$ cat src/ppc_consts.svh
// constants for the port pin cell block: offsets, fields, resets, maps
//
// Contract
// - digital input mode bit 1 serves digital uses
// - push-pull drives pad to output value
// - open-drain drives low only, else off
// - pull-up on when high-z, off driving
// - global pull-up disable kills all pull-ups
// - digital pin reads the sensed pad level
// - skipped pin never claimed by crossbar; first uart still takes P0.4/P0.5 if skipped
// - fixed analog pins P0.0 to P0.3
// - routed functions use unskipped P0.0-P2.3 only; first uart takes P0.4/P0.5 even if skipped
// - first uart always sits on P0.4/P0.5
// - pin transition raises event or wake
// - events work skipped or routed, never analog
// - ext ints on P0, port match P0-P1
// - analog pin: no pull, driver, receiver; reads 0
// - crossbar disabled keeps all drivers off
// - crossbar gives lowest free unskipped pin
// - two-wire bus pins always open-drain
`ifndef PPC_CONSTS_SVH
`define PPC_CONSTS_SVH
// ************************************************************
// sizes
// ************************************************************
`define PPC_NPIN 21
`define PPC_NXBAR 20
`define PPC_NSIG 16
// ************************************************************
// register offsets (byte addresses, port n at base + n)
// ************************************************************
`define PPC_OFS_IN_MODE 8'h00
`define PPC_OFS_OUT_MODE 8'h04
`define PPC_OFS_SKIP 8'h08
`define PPC_OFS_LATCH 8'h0c
`define PPC_OFS_PAD 8'h10
`define PPC_OFS_ROUTE_A 8'h14
`define PPC_OFS_ROUTE_B 8'h15
`define PPC_OFS_INT_SEL 8'h16
`define PPC_OFS_M0_MASK 8'h18
`define PPC_OFS_M0_VAL 8'h19
`define PPC_OFS_M1_MASK 8'h1a
`define PPC_OFS_M1_VAL 8'h1b
// ************************************************************
// fields and reset values
// ************************************************************
`define PPC_RA_UART 0
`define PPC_RA_SPI 1
`define PPC_RA_SMB0 2
`define PPC_RA_SYSTEM_CLOCK_OUT 3
`define PPC_RA_CP0 4
`define PPC_RA_COMPARATOR_ASYNC_OUT 5
`define PPC_RA_SMB1 6
`define PPC_RB_WPUD 6
`define PPC_RB_XBAR_EN 7
`define PPC_IS_PIN0 0
`define PPC_IS_POL0 3
`define PPC_IS_PIN1 4
`define PPC_IS_POL1 7
`define PPC_RST_DIGITAL 8'hff
`define PPC_RST_LATCH 8'hff
`define PPC_RST_ZERO 8'h00
// ************************************************************
// routed signal map and fixed pins
// ************************************************************
`define PPC_SIG_OUT 16'h1ff5
`define PPC_SIG_OD 16'h01e0
`define PPC_UART_PIN 4
`define PPC_PIN_VREF 0
`define PPC_PIN_IDAC_A 1
`define PPC_PIN_XTAL_IN 2
`define PPC_PIN_XTAL_OUT 3
`endif

$ cat src/ppc_pkg.sv
// types shared by the port pin cell block
`include "ppc_consts.svh"
package ppc_pkg;
  typedef logic [`PPC_NPIN-1:0] ppc_pins_t;
  typedef logic [`PPC_NSIG-1:0] ppc_sigs_t;
  typedef logic [7:0] ppc_byte_t;
  typedef logic [4:0] ppc_pin_idx_t;
  typedef logic [3:0] ppc_sig_idx_t;
endpackage

$ cat src/ppc_top.sv
// port pin cell block: mode registers, crossbar, pad drive and events
//
// Decided for this implementation: the address map and the strobed register port.
`include "ppc_consts.svh"
module ppc_top (
  input wire logic i_clock,
  input wire logic i_rst,
  input wire ppc_pkg::ppc_byte_t i_addr,
  input wire ppc_pkg::ppc_byte_t i_wdata,
  input wire logic i_wr,
  input wire logic i_rd,
  output ppc_pkg::ppc_byte_t o_rdata,
  input wire ppc_pkg::ppc_pins_t i_pad_in,
  output ppc_pkg::ppc_pins_t o_pad_out,
  output ppc_pkg::ppc_pins_t o_pad_oe_n,
  output ppc_pkg::ppc_pins_t o_pad_pullup,
  output ppc_pkg::ppc_pins_t o_analog_sw,
  input wire ppc_pkg::ppc_sigs_t i_periph_out,
  output ppc_pkg::ppc_sigs_t o_periph_in,
  input wire logic i_vref_en,
  input wire logic i_idac_a_en,
  input wire logic i_xtal_en,
  input wire logic i_xosc_en,
  output logic o_int0_event,
  output logic o_int1_event,
  output logic o_match_event,
  output logic o_port_match,
  output logic o_wake
);
  import ppc_pkg::*;

  // ************************************************************
  // register file
  // ************************************************************
  localparam logic [7:0] GRP_BASE [4] = '{`PPC_OFS_IN_MODE,
    `PPC_OFS_OUT_MODE, `PPC_OFS_SKIP, `PPC_OFS_LATCH};
  localparam logic [7:0] GRP_RST [4] = '{`PPC_RST_DIGITAL,
    `PPC_RST_ZERO, `PPC_RST_ZERO, `PPC_RST_LATCH};
  localparam logic [7:0] PAD_BASE = `PPC_OFS_PAD;
  localparam ppc_sigs_t SIG_OUT = `PPC_SIG_OUT;
  localparam ppc_sigs_t SIG_OD = `PPC_SIG_OD;

  ppc_pins_t cfg_v [4];
  ppc_byte_t route_a;
  ppc_byte_t route_b;
  ppc_byte_t int_sel;
  ppc_byte_t m_mask [2];
  ppc_byte_t m_val [2];
  ppc_pins_t in_mode_v;
  ppc_pins_t out_mode_v;
  ppc_pins_t skip_v;
  ppc_pins_t latch_v;
  ppc_pins_t pad_sync;
  ppc_pins_t pad_rd;
  ppc_pins_t fixed_an;
  ppc_pins_t pin_used;
  ppc_sig_idx_t pin_sig [`PPC_NPIN];
  ppc_sigs_t sig_ok;
  ppc_pin_idx_t sig_pin [`PPC_NSIG];
  ppc_sigs_t sig_en;
  ppc_byte_t next_rdata;
  logic xbar_en;
  logic wpud;
  wire [`PPC_NPIN-1:0] next_oe_n;
  wire [`PPC_NPIN-1:0] next_out;
  wire [`PPC_NPIN-1:0] next_pu;
  wire [`PPC_NSIG-1:0] next_pin_in;

  // port register hit: three ports per group, fourth slot unmapped
  function automatic logic port_hit(input ppc_byte_t a,
                                    input ppc_byte_t base);
    port_hit = (a[7:2] == base[7:2]) && (a[1:0] != 2'h3);
  endfunction

  // one port byte of a pin vector, unused upper port bits read 0
  function automatic ppc_byte_t port_byte(input ppc_pins_t v,
                                          input logic [1:0] k);
    logic [23:0] w;
    w = {3'h0, v};
    port_byte = w[k*8 +: 8];
  endfunction

  // per-port configuration groups: input mode, output mode, skip, latch
  for (genvar g = 0; g < 4; g++) begin : g_cfg
    ppc_byte_t r [3];
    always_ff @(posedge i_clock or posedge i_rst) begin
      if (i_rst) begin
        for (int k = 0; k < 3; k++) begin
          r[k] <= GRP_RST[g];
        end
      end else if (i_wr && port_hit(i_addr, GRP_BASE[g])) begin
        r[i_addr[1:0]] <= i_wdata;
      end
    end
    wire [23:0] flat = {r[2], r[1], r[0]};
    assign cfg_v[g] = flat[`PPC_NPIN-1:0];
  end

  assign in_mode_v = cfg_v[0];
  assign out_mode_v = cfg_v[1];
  assign skip_v = cfg_v[2];
  assign latch_v = cfg_v[3];

  // routing selects, crossbar enable and pull-up disable
  always_ff @(posedge i_clock or posedge i_rst) begin
    if (i_rst) begin
      route_a <= `PPC_RST_ZERO;
      route_b <= `PPC_RST_ZERO;
    end else if (i_wr) begin
      if (i_addr == `PPC_OFS_ROUTE_A) begin
        route_a <= i_wdata;
      end
      if (i_addr == `PPC_OFS_ROUTE_B) begin
        route_b <= i_wdata;
      end
    end
  end

  // external interrupt pin and polarity select
  always_ff @(posedge i_clock or posedge i_rst) begin
    if (i_rst) begin
      int_sel <= `PPC_RST_ZERO;
    end else if (i_wr && i_addr == `PPC_OFS_INT_SEL) begin
      int_sel <= i_wdata;
    end
  end

  // port match mask and value, ports 0 and 1
  always_ff @(posedge i_clock or posedge i_rst) begin
    if (i_rst) begin
      for (int k = 0; k < 2; k++) begin
        m_mask[k] <= `PPC_RST_ZERO;
        m_val[k] <= `PPC_RST_ZERO;
      end
    end else if (i_wr) begin
      case (i_addr)
        `PPC_OFS_M0_MASK: m_mask[0] <= i_wdata;
        `PPC_OFS_M0_VAL: m_val[0] <= i_wdata;
        `PPC_OFS_M1_MASK: m_mask[1] <= i_wdata;
        `PPC_OFS_M1_VAL: m_val[1] <= i_wdata;
        default: ;
      endcase
    end
  end

  assign xbar_en = route_b[`PPC_RB_XBAR_EN];
  assign wpud = route_b[`PPC_RB_WPUD];

  // read mux, data valid in the cycle after the strobe
  always_comb begin
    next_rdata = '0;
    for (int g = 0; g < 4; g++) begin
      if (port_hit(i_addr, GRP_BASE[g])) begin
        next_rdata = port_byte(cfg_v[g], i_addr[1:0]);
      end
    end
    if (port_hit(i_addr, PAD_BASE)) begin
      next_rdata = port_byte(pad_rd, i_addr[1:0]);
    end
    case (i_addr)
      `PPC_OFS_ROUTE_A: next_rdata = route_a;
      `PPC_OFS_ROUTE_B: next_rdata = route_b;
      `PPC_OFS_INT_SEL: next_rdata = int_sel;
      `PPC_OFS_M0_MASK: next_rdata = m_mask[0];
      `PPC_OFS_M0_VAL: next_rdata = m_val[0];
      `PPC_OFS_M1_MASK: next_rdata = m_mask[1];
      `PPC_OFS_M1_VAL: next_rdata = m_val[1];
      default: ;
    endcase
  end

  always_ff @(posedge i_clock or posedge i_rst) begin
    if (i_rst) begin
      o_rdata <= '0;
    end else begin
      o_rdata <= i_rd ? next_rdata : '0;
    end
  end

  // ************************************************************
  // pad input and crossbar
  // ************************************************************
  // pad levels are asynchronous to the system clock
  ppc_sync #(.WIDTH(`PPC_NPIN)) u_sync (
    .i_clock(i_clock),
    .i_rst(i_rst),
    .i_d(i_pad_in),
    .o_q(pad_sync)
  );

  // analog pins read 0, digital pins the sensed pad
  assign pad_rd = pad_sync & in_mode_v;

  // pins held by fixed analog functions
  always_comb begin
    fixed_an = '0;
    fixed_an[`PPC_PIN_VREF] = i_vref_en;
    fixed_an[`PPC_PIN_IDAC_A] = i_idac_a_en;
    fixed_an[`PPC_PIN_XTAL_IN] = i_xtal_en;
    fixed_an[`PPC_PIN_XTAL_OUT] = i_xtal_en | i_xosc_en;
  end

  // signal enables in priority order
  always_comb begin
    sig_en = '0;
    sig_en[1:0] = {2{route_a[`PPC_RA_UART]}};
    sig_en[4:2] = {3{route_a[`PPC_RA_SPI]}};
    sig_en[6:5] = {2{route_a[`PPC_RA_SMB0]}};
    sig_en[8:7] = {2{route_a[`PPC_RA_SMB1]}};
    sig_en[9] = route_a[`PPC_RA_CP0];
    sig_en[10] = route_a[`PPC_RA_COMPARATOR_ASYNC_OUT];
    sig_en[11] = route_a[`PPC_RA_SYSTEM_CLOCK_OUT];
    sig_en[15:12] = route_b[3:0];
  end

  ppc_xbar u_xbar (
    .i_sig_en(sig_en),
    .i_skip(skip_v),
    .o_pin_used(pin_used),
    .o_pin_sig(pin_sig),
    .o_sig_ok(sig_ok),
    .o_sig_pin(sig_pin)
  );

  // ************************************************************
  // pad cells
  // ************************************************************
  for (genvar p = 0; p < `PPC_NPIN; p++) begin : g_pin
    wire ppc_sig_idx_t sig = pin_sig[p];
    wire sel = pin_used[p];
    wire is_out = sel & SIG_OUT[sig];
    wire val = is_out ? i_periph_out[sig] : latch_v[p];
    wire od = !out_mode_v[p] | (sel & SIG_OD[sig]);
    wire dig = in_mode_v[p] & !fixed_an[p];
    // push-pull drives both ways, open-drain only low
    wire drive = xbar_en & dig & (!sel | is_out)
                 & (!od | !val);
    assign next_oe_n[p] = !drive;
    assign next_out[p] = val & !od;
    assign next_pu[p] = dig & !wpud & !drive;
    assign o_analog_sw[p] = !in_mode_v[p] | fixed_an[p];
  end

  for (genvar s = 0; s < `PPC_NSIG; s++) begin : g_sig
    // routed inputs idle high when not placed
    assign next_pin_in[s] = (sig_ok[s] & xbar_en)
                            ? pad_rd[sig_pin[s]] : 1'b1;
  end

  // registered pad controls and routed inputs
  always_ff @(posedge i_clock or posedge i_rst) begin
    if (i_rst) begin
      o_pad_oe_n <= '1;
      o_pad_out <= '0;
      o_pad_pullup <= '1;
      o_periph_in <= '1;
    end else begin
      o_pad_oe_n <= next_oe_n;
      o_pad_out <= next_out;
      o_pad_pullup <= next_pu;
      o_periph_in <= next_pin_in;
    end
  end

  // ************************************************************
  // event triggers
  // ************************************************************
  wire [2:0] int0_pin = int_sel[`PPC_IS_PIN0 +: 3];
  wire [2:0] int1_pin = int_sel[`PPC_IS_PIN1 +: 3];
  // analog pins never look active
  wire int0_act = in_mode_v[int0_pin]
                  & (pad_sync[int0_pin] ~^ int_sel[`PPC_IS_POL0]);
  wire int1_act = in_mode_v[int1_pin]
                  & (pad_sync[int1_pin] ~^ int_sel[`PPC_IS_POL1]);
  wire [15:0] m_diff = (pad_rd[15:0] ^ {m_val[1], m_val[0]})
                       & {m_mask[1], m_mask[0]} & in_mode_v[15:0];
  wire next_match = |m_diff;
  logic int0_prev;
  logic int1_prev;

  // edge detect, one-cycle event pulses and wake
  always_ff @(posedge i_clock or posedge i_rst) begin
    if (i_rst) begin
      // held as already active: the synchroniser clears to 0 while pads
      // idle high, which would otherwise look like a fresh edge
      int0_prev <= 1'b1;
      int1_prev <= 1'b1;
      o_port_match <= 1'b0;
      o_int0_event <= 1'b0;
      o_int1_event <= 1'b0;
      o_match_event <= 1'b0;
      o_wake <= 1'b0;
    end else begin
      int0_prev <= int0_act;
      int1_prev <= int1_act;
      o_port_match <= next_match;
      o_int0_event <= int0_act & !int0_prev;
      o_int1_event <= int1_act & !int1_prev;
      o_match_event <= next_match & !o_port_match;
      o_wake <= (int0_act & !int0_prev) | (int1_act & !int1_prev)
                | (next_match & !o_port_match);
    end
  end
endmodule // ppc_top

$ cat src/ppc_sync.sv
// two-flop synchroniser bank for pad levels
module ppc_sync #(
  parameter int WIDTH = 21
) (
  input wire logic i_clock,
  input wire logic i_rst,
  input wire logic [WIDTH-1:0] i_d,
  output logic [WIDTH-1:0] o_q
);
  logic [WIDTH-1:0] meta;
  // first stage is read only by the second
  always_ff @(posedge i_clock or posedge i_rst) begin
    if (i_rst) begin
      meta <= '0;
      o_q <= '0;
    end else begin
      meta <= i_d;
      o_q <= meta;
    end
  end
endmodule // ppc_sync

$ cat src/ppc_xbar.sv
// priority crossbar: first uart on fixed P0.4/P0.5, other routed signals get the lowest free pins
`include "ppc_consts.svh"
module ppc_xbar (
  input wire ppc_pkg::ppc_sigs_t i_sig_en,
  input wire ppc_pkg::ppc_pins_t i_skip,
  output ppc_pkg::ppc_pins_t o_pin_used,
  output ppc_pkg::ppc_sig_idx_t o_pin_sig [`PPC_NPIN],
  output ppc_pkg::ppc_sigs_t o_sig_ok,
  output ppc_pkg::ppc_pin_idx_t o_sig_pin [`PPC_NSIG]
);
  import ppc_pkg::*;
  // walk signals in priority order, each claims one pin
  always_comb begin
    ppc_pins_t taken;
    logic found;
    logic cand;
    taken = '0;
    found = 1'b0;
    cand = 1'b0;
    o_sig_ok = '0;
    for (int p = 0; p < `PPC_NPIN; p++) begin
      o_pin_sig[p] = '0;
    end
    for (int s = 0; s < `PPC_NSIG; s++) begin
      o_sig_pin[s] = '0;
      found = 1'b0;
      if (i_sig_en[s]) begin
        for (int p = 0; p < `PPC_NXBAR; p++) begin
          if (s < 2) begin
            cand = (p == `PPC_UART_PIN + s);
          end else begin
            cand = !taken[p] && !i_skip[p];
          end
          if (!found && cand) begin
            taken[p] = 1'b1;
            found = 1'b1;
            o_pin_sig[p] = 4'(s);
            o_sig_pin[s] = 5'(p);
            o_sig_ok[s] = 1'b1;
          end
        end
      end
    end
    o_pin_used = taken;
  end
endmodule // ppc_xbar

$ cat config.mk
export PLATFORM = sky130hd
export DESIGN_NAME = ppc_top
export DESIGN_NICKNAME = d
export VERILOG_FILES = /design/src/ppc_pkg.sv /design/src/ppc_top.sv /design/src/ppc_sync.sv /design/src/ppc_xbar.sv
export VERILOG_INCLUDE_DIRS = /design/src
export SDC_FILE = /design/constraint.sdc
export NUM_CORES = 2
export LEC_CHECK = 0
export ABC_CLOCK_PERIOD_IN_PS = 12600
export BUFFER_PORTS_ARGS = -buffer_cell sky130_fd_sc_hd__buf_2
export CAP_MARGIN = 30
export CORE_ASPECT_RATIO = 0.5
export CORE_MARGIN = 2
export CORE_UTILIZATION = 45
export CTS_CLUSTER_SIZE = 14
export DETAILED_ROUTE_END_ITERATION = 10
export PLACE_DENSITY_LB_ADDON = 0.3
export SLEW_MARGIN = 20
export SYNTH_ARGS = -nofsm -noshare
export SYNTH_HDL_FRONTEND = slang
export SYNTH_SLANG_ARGS = --single-unit
$ cat constraint.sdc
create_clock -name i_clock -period 12.6 [get_ports i_clock]
set_input_delay 0.63 -clock i_clock [delete_from_list [all_inputs] [get_ports i_clock]]
set_output_delay 0.63 -clock i_clock [all_outputs]
set_load 0.02 [all_outputs]
==> impl_metrics.env <==
export IMPL_ant_nets=0
export IMPL_status="completed"
export IMPL_grt_start_max_net_pins=107
export IMPL_syn_inst=3946
export IMPL_yosysTopAreaCell="dfrtp_1"
export IMPL_fill_cells=6788
export IMPL_synthTopCellsByArea="dfrtp_1 14%, dfstp_2 8.5%, mux2_2 6.5%"
export IMPL_crit_required_ns=13.02
export IMPL_slew_violations=0
export IMPL_critPathArrivalTime_ns=11.45
export IMPL_finalPower_w=0.002437
export IMPL_synth_ff_type="dfrtp_1"
export IMPL_place_congestion=1.109
export IMPL_rsz0062_at_grt="no"
export IMPL_multi_input_area_sq_um=22900
export IMPL_avgSynthCellArea_sq_um=7.958
export IMPL_cts_made_buffers=27
export IMPL_cts_hold_buf=0
export IMPL_areaGrowthSynthToFinish_pct=7.658
export IMPL_drive_above_1_share_pct=21.13
export IMPL_firstDrtPassIters=9
export IMPL_relSlewSlack_pct=22.21
export IMPL_drc=0
export IMPL_track_usage_pct=50.97
export IMPL_synth_edf_count=0
export IMPL_io_pins=174
export IMPL_totalWireLength_mm=189.4
export IMPL_core_sq_um=69000
export IMPL_finalHoldViolations=0
export IMPL_place_area_sq_um=32760
export IMPL_synth_most_common_cell="nand2_1"
export IMPL_synth_compound_area_share_pct=29.89
export IMPL_max_cap_violations=0
export IMPL_ys_warn_count=0
export IMPL_synthTopCellsByCount="450 x nand2_1, 378 x nor2_1, 289 x a21oi_1"
export IMPL_layout_cells_non_filler=4942
export IMPL_die_y_um=190.8
export IMPL_synth_simple_gate_area_share_pct=23.06
export IMPL_grt_pass1_vias=33060
export IMPL_cts_setup_buffers=0
export IMPL_ir_drop_mv=0.1344
export IMPL_dp_hpwl_mm=147.9
export IMPL_start_util_pct=45.51
export IMPL_setup_viol=0
export IMPL_hold_class="input port to flop"
export IMPL_synth_xor_area_share_pct=1.144
export IMPL_ys_ff_latch=276
export IMPL_cts_max_path_buffers=3
export IMPL_ctsResizeCount=0
export IMPL_antenna_found_initial=17
export IMPL_synth_cell_types=143
export IMPL_ys_seq_area_share_pct=22.40
export IMPL_skew_ns=0.05666
export IMPL_endpoint_kind="flop"
export IMPL_power_density_nw_per_um2=72.10
export IMPL_syn_area_sq_um=31400
export IMPL_tritoncts="done"
export IMPL_finalCriticalPeriod_ns=11.03
export IMPL_path_class="flop to flop"
export IMPL_dp_cells=4865
export IMPL_total_leakage_power_nw=13.27
export IMPL_synth_fa_ha_area_share_pct=0.7969
export IMPL_io_buffers=173
export IMPL_startpoint_type="flop"
export IMPL_num_rows=68
export IMPL_final_cell_area_sq_um=33810
export IMPL_use_met2_pct=62.87
export IMPL_cts_sinks=276
export IMPL_grtUsageMet1_pct=67.75
export IMPL_vias=37210
export IMPL_nNetsFinal=4030
export IMPL_cts_clk_slew_worst_paths_ns=0.10
export IMPL_vias_per_cell=7.530
export IMPL_grt_ovfl_total=0
export IMPL_synth_area_mux_share_pct=17.83
export IMPL_synth_top_family_by_area="compound AO/OA/AOI/OAI gates"
export IMPL_tns_ns=0
export IMPL_drtIter0Drc=6151
export IMPL_fmax_mhz=90.68
export IMPL_root_buffer="clkbuf_16"
export IMPL_synth_top_area_share_pct=13.87
export IMPL_grt_pass1_wl_mm=257.8
export IMPL_syn_nets=4007
export IMPL_async_reset_ff_share_pct=100.0
export IMPL_ctsHtreeMaxLevel=1
export IMPL_die_x_um=377.6
export IMPL_path_max_fanout=60
export IMPL_ff_latch_area_sq_um=7042
export IMPL_busiest_layer="met1"
export IMPL_floorplan_die_area_sq_um=72040
export IMPL_post_drt_wl_per_cell_um=38.32
export IMPL_clock_latency_ns=0.64
export IMPL_post_route_util_pct=49.00
export IMPL_met3_usage_pct=30.60
export IMPL_worstMarginPinSlew_ns=1.152
export IMPL_finalCritPeriodShare_pct=87.53
[per-stage QoR]
stage / setup WS (ns) / hold slack, ns
final: 1.572 / 0.1230
after CTS: 2.016 / 0.1180
after floorplan: 4.530 / 0.3312
after detailed placement: 2.124 / 0.3347
after global placement: 1.755 / 0.3310
after global routing: 1.252 / 0.1283
[power breakdown]
group          switching, W  total (W)  internal (W)
clock              0.000405   0.000832      0.000427
sequential        0.0000708   0.000995      0.000925
combinational      0.000439   0.000610      0.000171
total              0.000915    0.00244       0.00152
[state kept, by name, indices dropped and copies added (netlist names), 16 cells and up]
name	count
cfg_v	84
m_mask	16
m_val	16
o_pad_oe_n	21
o_pad_out	21
o_pad_pullup	21
o_periph_in	16
u_sync.meta	21
u_sync.o_q	21
[routing by layer]
layer | routed length [um] | part of all wire, %
met3 | 34240 | 18
met5 | 510 | 0.27
met4 | 10900 | 5.8
met2 | 67910 | 36
met1 | 75810 | 40
[critical path: stages (launching register included)]
cell	delay, ns
dfrtp_4	0.79
buf_4	0.70
nand3_1	0.24
nor4_2	0.53
a21oi_1	0.40
nor4_4	0.83
a2bb2oi_2	0.45
a21o_1	0.18
nand4_1	0.50
o21ai_1	0.63
o21ai_0	0.33
o31ai_1	0.76
a21oi_1	0.23
a2111oi_2	0.83
a211oi_1	0.35
maj3_1	0.44
o21ai_0	0.73
and2_1	0.38
o21ai_1	0.38
mux2_2	0.34
nand2_1	0.05
o21ai_1	0.07
nand2_1	0.06
o21ai_1	0.15
o311ai_0	0.33
[final cells by class]
cell class	count	area share (%)
clock buffers	38	2.150
flip-flops and latches	276	20.83
well taps	945	3.497
repair buffers	267	4.711
inverters	63	0.7217
multi-input cells	3334	67.73
diodes	7	0.05181
clock inverters	12	0.3109
[cells in the final DEF, fill, tap and decap left out, drive strengths merged, types with 39 or more instances in the layout]
cell,n
o211ai,74
nand4,39
nand3,171
and2,56
a31oi,82
a211oi,81
nor3,111
o21ai,312
clkbuf,45
mux4,81
dfrtp,174
o22ai,47
nor2b,45
mux2,182
a21o,40
a22oi,43
dfstp,102
inv,64
a21oi,302
nand2,451
mux2i,172
buf,260
nor2,388
[path summary, 6_finish.rpt]
check	startpoint	endpoint	slack, ns	cells past startpoint
setup / recovery	route_a[1]	o_periph_in[11]	1.57	24
hold / removal	i_pad_in[7]	u_sync.meta[7]	0.12	1
setup reg to reg	route_a[1]	o_periph_in[11]	1.57	24
hold reg to reg	u_sync.meta[13]	u_sync.o_q[13]	0.35	0
max in group asynchronous	i_rst	route_a[1]	9.54	5
min in group asynchronous	i_rst	u_sync.meta[18]	0.20	2
[cells by family after synthesis]
kind of cell,count (synthesis)
buffers and inverters,336
muxes,435
and+or+nand+nor,1489
AOI/OAI and AO/OA,1345
adders and majority gates,24
DFF,276
xor gates and xnor gates,41
(Power assumes the default switching activity.)
